<file path="src/logic/mdv_cfg.svh">
`ifndef MDV_CFG_SVH
`define MDV_CFG_SVH

`define MDV_W 32
`define MDV_HALF 16
`define MDV_BYTE 8
`define MDV_CNT_W 6
`define MDV_OP_W 4
`define MDV_PROD_W 50

// Early-in skip counts for 8/16/24-bit dividends
`define MDV_SKIP_8 6'h17
`define MDV_SKIP_16 6'h0F
`define MDV_SKIP_24 6'h07
`define MDV_SKIP_32 6'h00

// Divide latency and repeat rate, in clocks
`define MDV_DIV_LAT_8 6'h0C
`define MDV_DIV_LAT_16 6'h13
`define MDV_DIV_LAT_24 6'h1A
`define MDV_DIV_LAT_32 6'h21
`define MDV_DIV_REP_8 6'h0B
`define MDV_DIV_REP_16 6'h12
`define MDV_DIV_REP_24 6'h19
`define MDV_DIV_REP_32 6'h20

// Multiply result to general register: extra stage count
`define MDV_GPR_STAGES 1

`endif

</file>
<file path="src/logic/mdv_pkg.sv">
`include "mdv_cfg.svh"

package mdv_pkg;

  typedef enum logic [`MDV_OP_W-1:0] {
    op_product_signed = 4'h0,
    op_product_unsigned = 4'h1,
    op_product_accumulate_signed = 4'h2,
    op_product_accumulate_unsigned = 4'h3,
    op_product_subtract_signed = 4'h4,
    op_product_subtract_unsigned = 4'h5,
    op_product_to_register = 4'h6,
    op_quotient_signed = 4'h7,
    op_quotient_unsigned = 4'h8
  } mdv_op_e;

  typedef enum logic [2:0] {
    st_idle = 3'h1,
    st_pass2 = 3'h2,
    st_divide = 3'h4
  } mdv_state_e;

  typedef struct packed {
    logic valid;
    mdv_op_e op;
    logic [`MDV_W-1:0] source_a_operand;
    logic [`MDV_W-1:0] source_b_operand;
  } mdv_issue_s;

  typedef struct packed {
    logic valid;
    logic [`MDV_W-1:0] data;
  } mdv_gpr_s;

  typedef struct packed {
    logic [`MDV_CNT_W-1:0] skip;
    logic [`MDV_CNT_W-1:0] iters;
    logic [`MDV_CNT_W-1:0] reps;
  } mdv_div_plan_s;

endpackage

</file>
<file path="src/logic/mdv_early_in.sv">
`timescale 1ns/1ps
`include "mdv_cfg.svh"

// Finds how far the dividend is sign or zero extended
module mdv_early_in (
  input wire logic [`MDV_W-1:0] dividend,
  input wire logic is_signed,
  output mdv_pkg::mdv_div_plan_s plan
);
  import mdv_pkg::*;

  localparam int CW = `MDV_CNT_W;

  logic [2:0] fits;

  genvar k;
  generate
    for (k = 1; k <= 3; k++) begin : g_width
      localparam int unsigned WB = `MDV_BYTE * k;
      // Signed: bits above the sign bit all match it
      assign fits[k-1] = is_signed ?
        (&dividend[`MDV_W-1:WB-1]) | ~(|dividend[`MDV_W-1:WB-1]) :
        ~(|dividend[`MDV_W-1:WB]);
    end
  endgenerate

  always_comb begin
    if (fits[0]) begin
      plan = '{`MDV_SKIP_8, CW'(`MDV_W - `MDV_SKIP_8), `MDV_DIV_REP_8};
    end else if (fits[1]) begin
      plan = '{`MDV_SKIP_16, CW'(`MDV_W - `MDV_SKIP_16), `MDV_DIV_REP_16};
    end else if (fits[2]) begin
      plan = '{`MDV_SKIP_24, CW'(`MDV_W - `MDV_SKIP_24), `MDV_DIV_REP_24};
    end else begin
      plan = '{`MDV_SKIP_32, CW'(`MDV_W - `MDV_SKIP_32), `MDV_DIV_REP_32};
    end
  end

endmodule

</file>
<file path="src/logic/mdv_muldiv_unit.sv">
// What this block does
// - Own pipeline, advances regardless of integer stalls
// - 32x16 multiplier; operand B sets pass count
// - 32x16 every cycle, 32x32 every other
// - Top/bottom result words; accumulate or subtract
// - Divide one quotient bit per clock
// - Skip 23/15/7 iterations by dividend width
// - Busy for all divide cycles but the last; pipeline must wait
// - Result-pair multiplies: latency/repeat 1/1, 2/2
// - Register multiply: latency 2 or 3
// - Divide latency 12/19/26/33, repeat 11/18/25/32
// - Signed and unsigned accumulate and subtract forms
`timescale 1ns/1ps
`include "mdv_cfg.svh"

module mdv_muldiv_unit (
  input wire logic ref_clk,
  input wire logic rst_n,
  input mdv_pkg::mdv_issue_s issue,
  output logic busy,
  output logic [`MDV_W-1:0] result_top_word,
  output logic [`MDV_W-1:0] result_bottom_word,
  output mdv_pkg::mdv_gpr_s gpr_result
);
  import mdv_pkg::*;

  typedef struct packed {
    mdv_state_e st;
    logic busy;
    logic [`MDV_W-1:0] top;
    logic [`MDV_W-1:0] bot;
    mdv_op_e op;
    logic signed [`MDV_W:0] mcand;
    logic signed [`MDV_HALF:0] b_high;
    logic [2*`MDV_W-1:0] part;
    logic [`MDV_W-1:0] rem;
    logic [`MDV_W-1:0] quo;
    logic [`MDV_W-1:0] dvs;
    logic neg_quo;
    logic neg_rem;
    logic [`MDV_CNT_W-1:0] iter;
    logic [`MDV_CNT_W-1:0] cyc;
    mdv_gpr_s stage;
    mdv_gpr_s gpr;
  } mdv_unit_s;

  mdv_unit_s s_q;
  mdv_unit_s s_d;

  logic accept;
  logic sgn;
  logic fits16;
  logic signed [`MDV_W:0] a_ext;
  logic signed [`MDV_HALF:0] b_low;
  logic signed [`MDV_HALF:0] b_high_in;
  logic signed [`MDV_W:0] mul_a;
  logic signed [`MDV_HALF:0] mul_b;
  logic signed [`MDV_PROD_W-1:0] prod;
  logic [2*`MDV_W-1:0] prod64;
  logic [2*`MDV_W-1:0] full;
  logic [2*`MDV_W-1:0] base;
  logic [`MDV_W:0] div_rt;
  logic [`MDV_W-1:0] rem_n;
  logic [`MDV_W-1:0] quo_n;
  logic [`MDV_W-1:0] a_mag;
  mdv_div_plan_s plan;

  function automatic logic op_signed(input mdv_op_e op);
    case (op)
      op_product_signed, op_product_accumulate_signed,
      op_product_subtract_signed, op_product_to_register,
      op_quotient_signed: op_signed = 1'h1;
      default: op_signed = 1'h0;
    endcase
  endfunction

  function automatic logic op_divide(input mdv_op_e op);
    op_divide = (op == op_quotient_signed) || (op == op_quotient_unsigned);
  endfunction

  // A new op is taken whenever the strobe meets a not-busy unit
  assign accept = issue.valid && !s_q.busy;
  assign sgn = op_signed(issue.op);

  // Operand B, read signed or unsigned by the op, decides one pass or two
  assign fits16 = sgn ?
    (&issue.source_b_operand[`MDV_W-1:`MDV_HALF-1]) |
    ~(|issue.source_b_operand[`MDV_W-1:`MDV_HALF-1]) :
    ~(|issue.source_b_operand[`MDV_W-1:`MDV_HALF]);
  assign a_ext = {sgn & issue.source_a_operand[`MDV_W-1],
                  issue.source_a_operand};
  // Two-pass low half is unsigned; one-pass half carries the sign
  assign b_low = {fits16 & sgn & issue.source_b_operand[`MDV_HALF-1],
                  issue.source_b_operand[`MDV_HALF-1:0]};
  assign b_high_in = {sgn & issue.source_b_operand[`MDV_W-1],
                      issue.source_b_operand[`MDV_W-1:`MDV_HALF]};

  // Second pass reuses the single multiplier with the saved operands
  assign mul_a = (s_q.st == st_pass2) ? s_q.mcand : a_ext;
  assign mul_b = (s_q.st == st_pass2) ? s_q.b_high : b_low;

  mdv_product_signed u_product_signed (
    .mcand(mul_a),
    .mplier(mul_b),
    .prod(prod)
  );

  mdv_early_in u_early (
    .dividend(issue.source_a_operand),
    .is_signed(sgn),
    .plan(plan)
  );

  assign prod64 = {{(2*`MDV_W-`MDV_PROD_W){prod[`MDV_PROD_W-1]}}, prod};
  assign a_mag = (sgn & issue.source_a_operand[`MDV_W-1]) ?
    (~issue.source_a_operand + 32'h1) : issue.source_a_operand;

  // Restoring step: one quotient bit
  assign div_rt = {s_q.rem, s_q.quo[`MDV_W-1]};

  always_comb begin
    s_d = s_q;
    full = prod64;
    base = {s_q.top, s_q.bot};
    rem_n = s_q.rem;
    quo_n = s_q.quo;
    // Register-target product leaves one stage after it is formed
    s_d.gpr = s_q.stage;
    s_d.stage = '0;

    case (s_q.st)
      st_pass2: begin
        // Second pass adds high-half product shifted by 16
        full = s_q.part + (prod64 << `MDV_HALF);
        s_d.st = st_idle;
      end
      st_divide: begin
        // Runs on its own; nothing from outside can hold it
        if (s_q.iter != '0) begin
          if (div_rt >= {1'h0, s_q.dvs}) begin
            rem_n = div_rt[`MDV_W-1:0] - s_q.dvs;
            quo_n = {s_q.quo[`MDV_W-2:0], 1'h1};
          end else begin
            rem_n = div_rt[`MDV_W-1:0];
            quo_n = {s_q.quo[`MDV_W-2:0], 1'h0};
          end
          s_d.iter = s_q.iter - 6'h1;
        end
        s_d.rem = rem_n;
        s_d.quo = quo_n;
        s_d.cyc = s_q.cyc - 6'h1;
        // Padding cycles after the bits keep the fixed latency
        if (s_q.cyc == 6'h1) begin
          s_d.bot = s_q.neg_quo ? (~quo_n + 32'h1) : quo_n;
          s_d.top = s_q.neg_rem ? (~rem_n + 32'h1) : rem_n;
          s_d.st = st_idle;
          // Forward so an op taken this cycle sees the divide result
          base = {s_d.top, s_d.bot};
        end
      end
      default: begin
        s_d.st = st_idle;
      end
    endcase

    // Finish a two-pass multiply
    if (s_q.st == st_pass2) begin
      case (s_q.op)
        op_product_accumulate_signed, op_product_accumulate_unsigned:
          {s_d.top, s_d.bot} = base + full;
        op_product_subtract_signed, op_product_subtract_unsigned:
          {s_d.top, s_d.bot} = base - full;
        op_product_to_register:
          s_d.stage = '{1'h1, full[`MDV_W-1:0]};
        default:
          {s_d.top, s_d.bot} = full;
      endcase
    end

    if (accept) begin
      s_d.op = issue.op;
      if (op_divide(issue.op)) begin
        // Early-in: start with the dividend already shifted up
        s_d.st = st_divide;
        s_d.quo = a_mag << plan.skip;
        s_d.iter = plan.iters;
        s_d.cyc = plan.reps;
        s_d.rem = '0;
        s_d.dvs = (sgn & issue.source_b_operand[`MDV_W-1]) ?
          (~issue.source_b_operand + 32'h1) : issue.source_b_operand;
        s_d.neg_quo = sgn & (issue.source_a_operand[`MDV_W-1] ^
                             issue.source_b_operand[`MDV_W-1]);
        s_d.neg_rem = sgn & issue.source_a_operand[`MDV_W-1];
      end else if (!fits16) begin
        // Keep first pass and operands for the second pass
        s_d.st = st_pass2;
        s_d.part = prod64;
        s_d.mcand = a_ext;
        s_d.b_high = b_high_in;
      end else begin
        s_d.st = st_idle;
        case (issue.op)
          op_product_accumulate_signed, op_product_accumulate_unsigned:
            {s_d.top, s_d.bot} = base + prod64;
          op_product_subtract_signed, op_product_subtract_unsigned:
            {s_d.top, s_d.bot} = base - prod64;
          op_product_to_register:
            s_d.stage = '{1'h1, prod64[`MDV_W-1:0]};
          default:
            {s_d.top, s_d.bot} = prod64;
        endcase
      end
    end

    // Busy through a second pass and all divide cycles but the last
    s_d.busy = (s_d.st == st_pass2) ||
      ((s_d.st == st_divide) && (s_d.cyc != 6'h1));
  end

  always_ff @(posedge ref_clk or negedge rst_n) begin
    if (!rst_n) begin
      s_q <= '{st: st_idle, op: op_product_signed, default: '0};
    end else begin
      s_q <= s_d;
    end
  end

  assign busy = s_q.busy;
  assign result_top_word = s_q.top;
  assign result_bottom_word = s_q.bot;
  assign gpr_result = s_q.gpr;

endmodule

</file>
<file path="src/logic/mdv_product_signed.sv">
`timescale 1ns/1ps
`include "mdv_cfg.svh"

// One pass of the 32x16 multiplier; operands arrive already extended
module mdv_product_signed (
  input wire logic signed [`MDV_W:0] mcand,
  input wire logic signed [`MDV_HALF:0] mplier,
  output logic signed [`MDV_PROD_W-1:0] prod
);
  import mdv_pkg::*;

  localparam int PW = `MDV_PROD_W;

  // Widen both factors on purpose; size casts keep their sign
  assign prod = PW'(mcand) * PW'(mplier);

endmodule

</file>
<file path="config.mk">
export PLATFORM = sky130hd
export DESIGN_NAME = mdv_muldiv_unit
export DESIGN_NICKNAME = d
export VERILOG_FILES = /design/src/logic/mdv_pkg.sv /design/src/logic/mdv_early_in.sv /design/src/logic/mdv_muldiv_unit.sv /design/src/logic/mdv_product_signed.sv
export VERILOG_INCLUDE_DIRS = /design/src /design/src/logic
export SDC_FILE = /design/constraint.sdc
export NUM_CORES = 2
export LEC_CHECK = 0
export BUFFER_PORTS_ARGS = -buffer_cell sky130_fd_sc_hd__buf_2
export CAP_MARGIN = 20
export CORE_ASPECT_RATIO = 0.7
export CORE_MARGIN = 4
export CORE_UTILIZATION = 30
export CTS_CLUSTER_DIAMETER = 60
export DETAILED_ROUTE_END_ITERATION = 12
export PLACE_DENSITY = 0.53
export REMOVE_ABC_BUFFERS = 1
export SETUP_SLACK_MARGIN = 0.5
export SYNTH_ARGS = -nofsm -noshare
export SYNTH_HDL_FRONTEND = slang
export SYNTH_SLANG_ARGS = --single-unit
</file>
<file path="constraint.sdc">
create_clock -name ref_clk -period 19.6 [get_ports ref_clk]
set_clock_uncertainty 0.1 [all_clocks]
set_input_delay 3.92 -clock ref_clk [delete_from_list [all_inputs] [get_ports ref_clk]]
set_output_delay 3.92 -clock ref_clk [all_outputs]
set_load 0.1 [all_outputs]
</file>
==> Word-level counts from Yosys, hierarchy flattened <==
Index checks and enable logic that the tools add are counted.
{ "classes": {"div": 0, "mux": 45, "bitwise_logic": 24, "n_reduce_logical": 26, "shifts": 1, "magnitude_cmp": 1, "addsub": 12, "n_mul": 1, "eq_ne": 18} }
{ "op_table": {"columns": ["op", "count"], "rows": [
  ["64-bit two-way mux", 7],
  ["64-bit one-hot mux with 3 select lines", 2],
  ["325-bit two-way mux", 1],
  ["32-bit two-way mux", 9],
  ["114-bit two-way mux", 2],
  ["33-bit two-way mux", 6],
  ["64-bit adder", 3],
  ["32-bit by 1-bit adder with 32-bit output, second input constant", 4],
  ["32-bit inverter", 4],
  ["64-bit subtractor", 2],
  ["110-bit two-way mux", 1],
  ["33-bit by 17-bit multiplier with 50-bit output", 1],
  ["18-bit two-way mux", 2],
  ["17-bit AND reduction", 2],
  ["17-bit OR reduction", 2],
  ["33-bit by 32-bit greater-or-equal comparator with 1-bit output", 1],
  ["16-bit OR reduction", 2],
  ["32-bit by 6-bit left shift with 32-bit output", 1],
  ["32-bit subtractor", 1],
  ["4-bit by 3-bit == test with 1-bit output, second input constant", 7],
  ["25-bit AND reduction", 1],
  ["25-bit OR reduction", 1],
  ["24-bit OR reduction", 1],
  ["17-bit two-way mux", 1],
  ["other kinds (29)", 64]
]} }
{ "word_totals": {"input_bits": 71, "word_cells": 147, "mem_bits_rw": 0, "output_inout_bits": 98, "latchBits": 0, "reg_bits": 348, "romBits": 0, "memories": 0} }

==> Longest topological paths before layout <==
{ "logic_depth": {"depth_word": 20, "ltp_mapped": 63, "mapped_depth_nobuf": 51} }

==> Hierarchy <==
From an unflattened synthesis, not the netlist that was laid out.
{ "unflattened": {"hier_cells": 7065, "hier_area_um2": 55801.0} }
{ "modules_own_cells": {"columns": ["mod", "area_each_um2", "seq_area_each_um2", "instances", "cells_per_inst"], "rows": [
  ["mdv_muldiv_unit", 36586.3, 8709.6, 1, 4935],
  ["mdv_product_signed", 18903.1, 0.0, 1, 2087],
  ["mdv_early_in", 311.5, 0.0, 1, 43]
]} }

==> Worst setup path before layout <==
OpenSTA, ideal clock, no wires.
{ "synth_timing": {"path_type": "input to register", "from": "in issue[64] (netlist name)", "to": "reg s_q, in the netlist result_top_word[31]", "setup_ps": 71, "t_arrival_ps": 15088, "cell_stages": 46, "path_buffers": 4, "setup_slack_ps": 4342, "t_required_ps": 19429, "cell_sequence": "clkbuf_1 a21oi_1 and2_1 clkbuf_1 nand2_1 o21a_1 inv_1 clkbuf_1 nand2_1 fa_1 fa_1 fa_1 fa_1 fa_1 fa_1 inv_1 ha_1 clkbuf_1 [10 not listed] or3_1 a31oi_1 o211a_1 nand4_1 nor4_1 nor2_1 xnor2_1 ha_1 nand4_1 nor3_1 a211oi_1 a21oi_1 nand3_1 a2111o_1 and3_1 o22a_1 or3_1 nand4_1"} }
{ "synth_lines": {"columns": ["item", "line_no", "source"], "rows": [
  ["from (decl)", "mdv_muldiv_unit.sv:19", "input mdv_pkg::mdv_issue_s issue,"],
  ["to (signal assigned)", "mdv_muldiv_unit.sv:222", "s_q <= '{st: st_idle, op: op_product_signed, default: '0};"],
  ["to (signal assigned)", "mdv_muldiv_unit.sv:224", "s_q <= s_d;"],
  ["to (decl)", "mdv_muldiv_unit.sv:47", "mdv_unit_s s_q;"]
]} }

==> summary.md <==
| Metric | Value |
|---|---|
| Delay-heaviest family, CP | `compound AO/OA/AOI/OAI gates` |
| Fillers | `19639` |
| H-tree lvl count | `2` |
| Synth warn | `0` |
| Max Transition Viols Final | `0` |
| Largest net degree at the start of global routing | `156` |
| Fmax | `55.4 MHz` |
| Total GRT Usage | `25.1%` |
| CP Data Arrival Time | `18.58 ns` |
| FF+latch count, synth | `348` |
| Ys async rst share | `100%` |
| Crit end category | `register` |
| EDFF count, synth | `0` |
| DP HPWL | `200000 µm` |
| Synth cell types | `113` |
| WL per Instance | `26.1 µm` |
| CP max stage delay | `0.94 ns` |
| Crit. Startpoint | `issue[65]` |
| Worst R2R Setup Slack | `3.40 ns` |
| Fin crit share | `92.0%` |
| Reg-to-reg startpoint | `s_q[359]$_DFF_PN1_` |
| Syn_area_per_cell | `7.89 µm²` |
| Longest Clk Path Bufs | `3` |
| Critical R2R Capture | `result_top_word[31]$_DFF_PN0_` |
| RSZ-0062 raised after global routing | `no` |
| Clk sinks | `348` |
| Total gr overflow | `0` |
| Antenna violations before repair | `22` |
| Final net count | `7961` |
| Max_cap viols | `0` |
| Min-delay worst type | `reg -> reg` |
| Number of buffers and inverters on the critical path | `8` |
| Crit Path Class | `in -> reg` |
| Clock root cell | `clkbuf_16` |
| Layout cells sized above 1 | `8.55%` |
| Capture point of the worst path | `result_top_word[31]$_DFF_PN0_` |
| Slew of the pin with the lowest slew margin | `1.24 ns` |
| First drt pass iteration count | `10` |
| Endpoints failing hold | `0` |
| Final count of negative-setup-slack endpoints | `0` |
| Failing checks | `design-rule violations` |
| Num CTS Buffers | `59` |
| Routed Antenna Nets | `0` |
| Clock slew at reported path FFs | `0.07 ns` |
| Synth Flop Type | `dfrtp_1` |
| Post-synth design cell area | `0.0560 mm²` |
| Gpl congestion | `0.967` |
| CTS tree | `yes` |
| Sequential area share after synthesis | `15.6%` |
| Routed via count | `54353` |
| Worst Hold Launch | `s_d[2]$_DFF_PN0_` |
| Detailed Route WL | `249000 µm` |
| Die area | `0.194 mm²` |
| Worst Setup Start Kind | `primary input` |
| Initial Util | `30.2%` |
| Via/cell ratio | `5.69` |
| Post CTS Setup Buffer Count | `0` |
| Most frequent cells in the layout | `nand2_1, inv_1, nor2_1` |
| Number of global-route vias before repair | `50823` |
| Required @ worst endpoint | `20.14 ns` |
| Setup TNS | `0 ns` |
| Run status | `complete, but fails checks` |
| Worst r2r path cells | `40` |
| Cts hold-fix bufs | `0` |
| Tmin final | `18.04 ns` |
| Core area | `0.185 mm²` |
| DRC Markers | `2` |
| Slowest CP cell | `nor4b_1` |
| Worst slew margin | `15.6%` |
| First-pass GRT wire length | `363000 µm` |
| I/O Pins | `169` |
| Synthesis-to-layout area growth | `9.63%` |
| Gates resized, CTS repair | `0` |
| CP max FO | `25` |
| CP dominant cell by count | `fa_1` |
| PortBufs | `168` |
| FP Rows | `132` |
| Clock latency on the worst-skew pair | `0.74 ns` |
| Drt initial violations | `7211` |
| Most common cell after layout, fill and taps aside | `nand2_1` |
| Mapped Cells | `7097` |
| WP depth | `44` |
| Die X | `524 µm` |
| Die height | `369 µm` |
-- how the worst min path moves through the flow --
stage                                         end  depth (start not counted)
after floorplan           gpr_result[0]$_DFF_PN0_                          0
after global placement    gpr_result[8]$_DFF_PN0_                          0
after detailed placement  gpr_result[8]$_DFF_PN0_                          0
after CTS                 gpr_result[2]$_DFF_PN0_                          0
after global routing      gpr_result[8]$_DFF_PN0_                          0
final                     gpr_result[2]$_DFF_PN0_                          0
-- stage by stage --
| stage | std cells | hold slack [ns] | instance area (µm²) | worst slack (ns) | util, % |
|---|---|---|---|---|---|
| final | 9547 | 0.245 | 61400 | 1.56 | 33.1 |
| after global routing | 9543 | 0.256 | 61400 | 1.21 | 33.1 |
| after CTS | 9532 | 0.248 | 61300 | 2.23 | 33.1 |
| after detailed placement | 9422 | 0.235 | 59100 | 1.55 | 31.9 |
| after global placement | 9418 | 0.234 | 59100 | 0.687 | 31.9 |
| after floorplan | 6647 | 0.231 | 53900 | -4.90 | - |
-- synth_stat cells (25+ instances only) --
| library cell | instances | area (µm²) |
|---|---|---|
| nand2_1 | 1026 | 3850 |
| inv_1 | 684 | 2570 |
| nor2_1 | 667 | 2500 |
| fa_1 | 540 | 10800 |
| a21oi_1 | 432 | 2160 |
| o21ai_0 | 408 | 2040 |
| dfrtp_1 | 347 | 8680 |
| ha_1 | 335 | 4190 |
| clkbuf_1 | 294 | 1100 |
| xnor2_1 | 247 | 2160 |
| xor2_1 | 168 | 1470 |
| a21o_1 | 125 | 938 |
| mux2i_1 | 115 | 1150 |
| nand3_1 | 114 | 571 |
| nor3_1 | 107 | 536 |
| buf_4 | 104 | 781 |
| o22ai_1 | 90 | 563 |
| a211oi_1 | 73 | 548 |
| a31oi_1 | 73 | 457 |
| o21a_1 | 67 | 503 |
| nand4_1 | 66 | 413 |
| a22oi_1 | 64 | 480 |
| or3_1 | 59 | 369 |
| mux2_2 | 58 | 653 |
| nand2b_1 | 57 | 357 |
| o211ai_1 | 51 | 383 |
| o31ai_1 | 47 | 353 |
| and2_1 | 45 | 282 |
| and3_1 | 45 | 282 |
| nor2b_1 | 40 | 250 |
| buf_1 | 35 | 131 |
| o21bai_1 | 34 | 255 |
| nor4_1 | 29 | 181 |
| or2_2 | 25 | 156 |
-- worst reg2reg max path, delay by kind of cell (launching register included) --
family | cells | cell delay (ns)
AND/OR/NAND/NOR | 10 | 4.15
adder cells (fa/ha/maj) | 8 | 4.13
XOR/XNOR | 2 | 0.56
buffers and inverters | 6 | 1.38
flip-flops | 1 | 0.54
AO/OA/AOI/OAI | 14 | 5.26
-- sequential cells by signal (all words and copies together), names as in the netlist --
register / count
s_d: 33
s_q: 184
busy: 1
div_rt: 33
gpr_result: 33
result_top_word: 32
result_bottom_word: 32
-- cell type report --
class / instances / area, µm² / area share (%)
multi-input combinational: 5614 / 42900 / 69.9
timing repair buffer: 307 / 1950 / 3.18
antenna: 4 / 10.0 / 0.0163
inverter: 685 / 2570 / 4.19
clock buffer: 68 / 1540 / 2.51
sequential: 348 / 8710 / 14.2
tap: 2479 / 3100 / 5.05
clock inverter: 42 / 614 / 1.00
-- metal layers --
layer  routed length [µm]  track usage (%)  vias to the layer above
met3                29400             6.58                      275
met2                94200             33.1                     2907
met4                 6570             5.56                        2
met5                   13                0                        -
met1               119000             39.8                    27109
li1                     -                -                    24060
-- kinds of logic after synthesis --
group / after synthesis / share of synthesized area, %
simple gates: 2395 / 19.3
compound gates: 1755 / 20.3
buf+inv: 1135 / 8.35
fa+ha+maj: 875 / 26.8
xor+xnor: 416 / 6.52
flops: 348 / 15.6
mux: 173 / 3.22
Power is not shown: default switching activity piles up to over one toggle a cycle in this logic, so the estimate is an artifact.
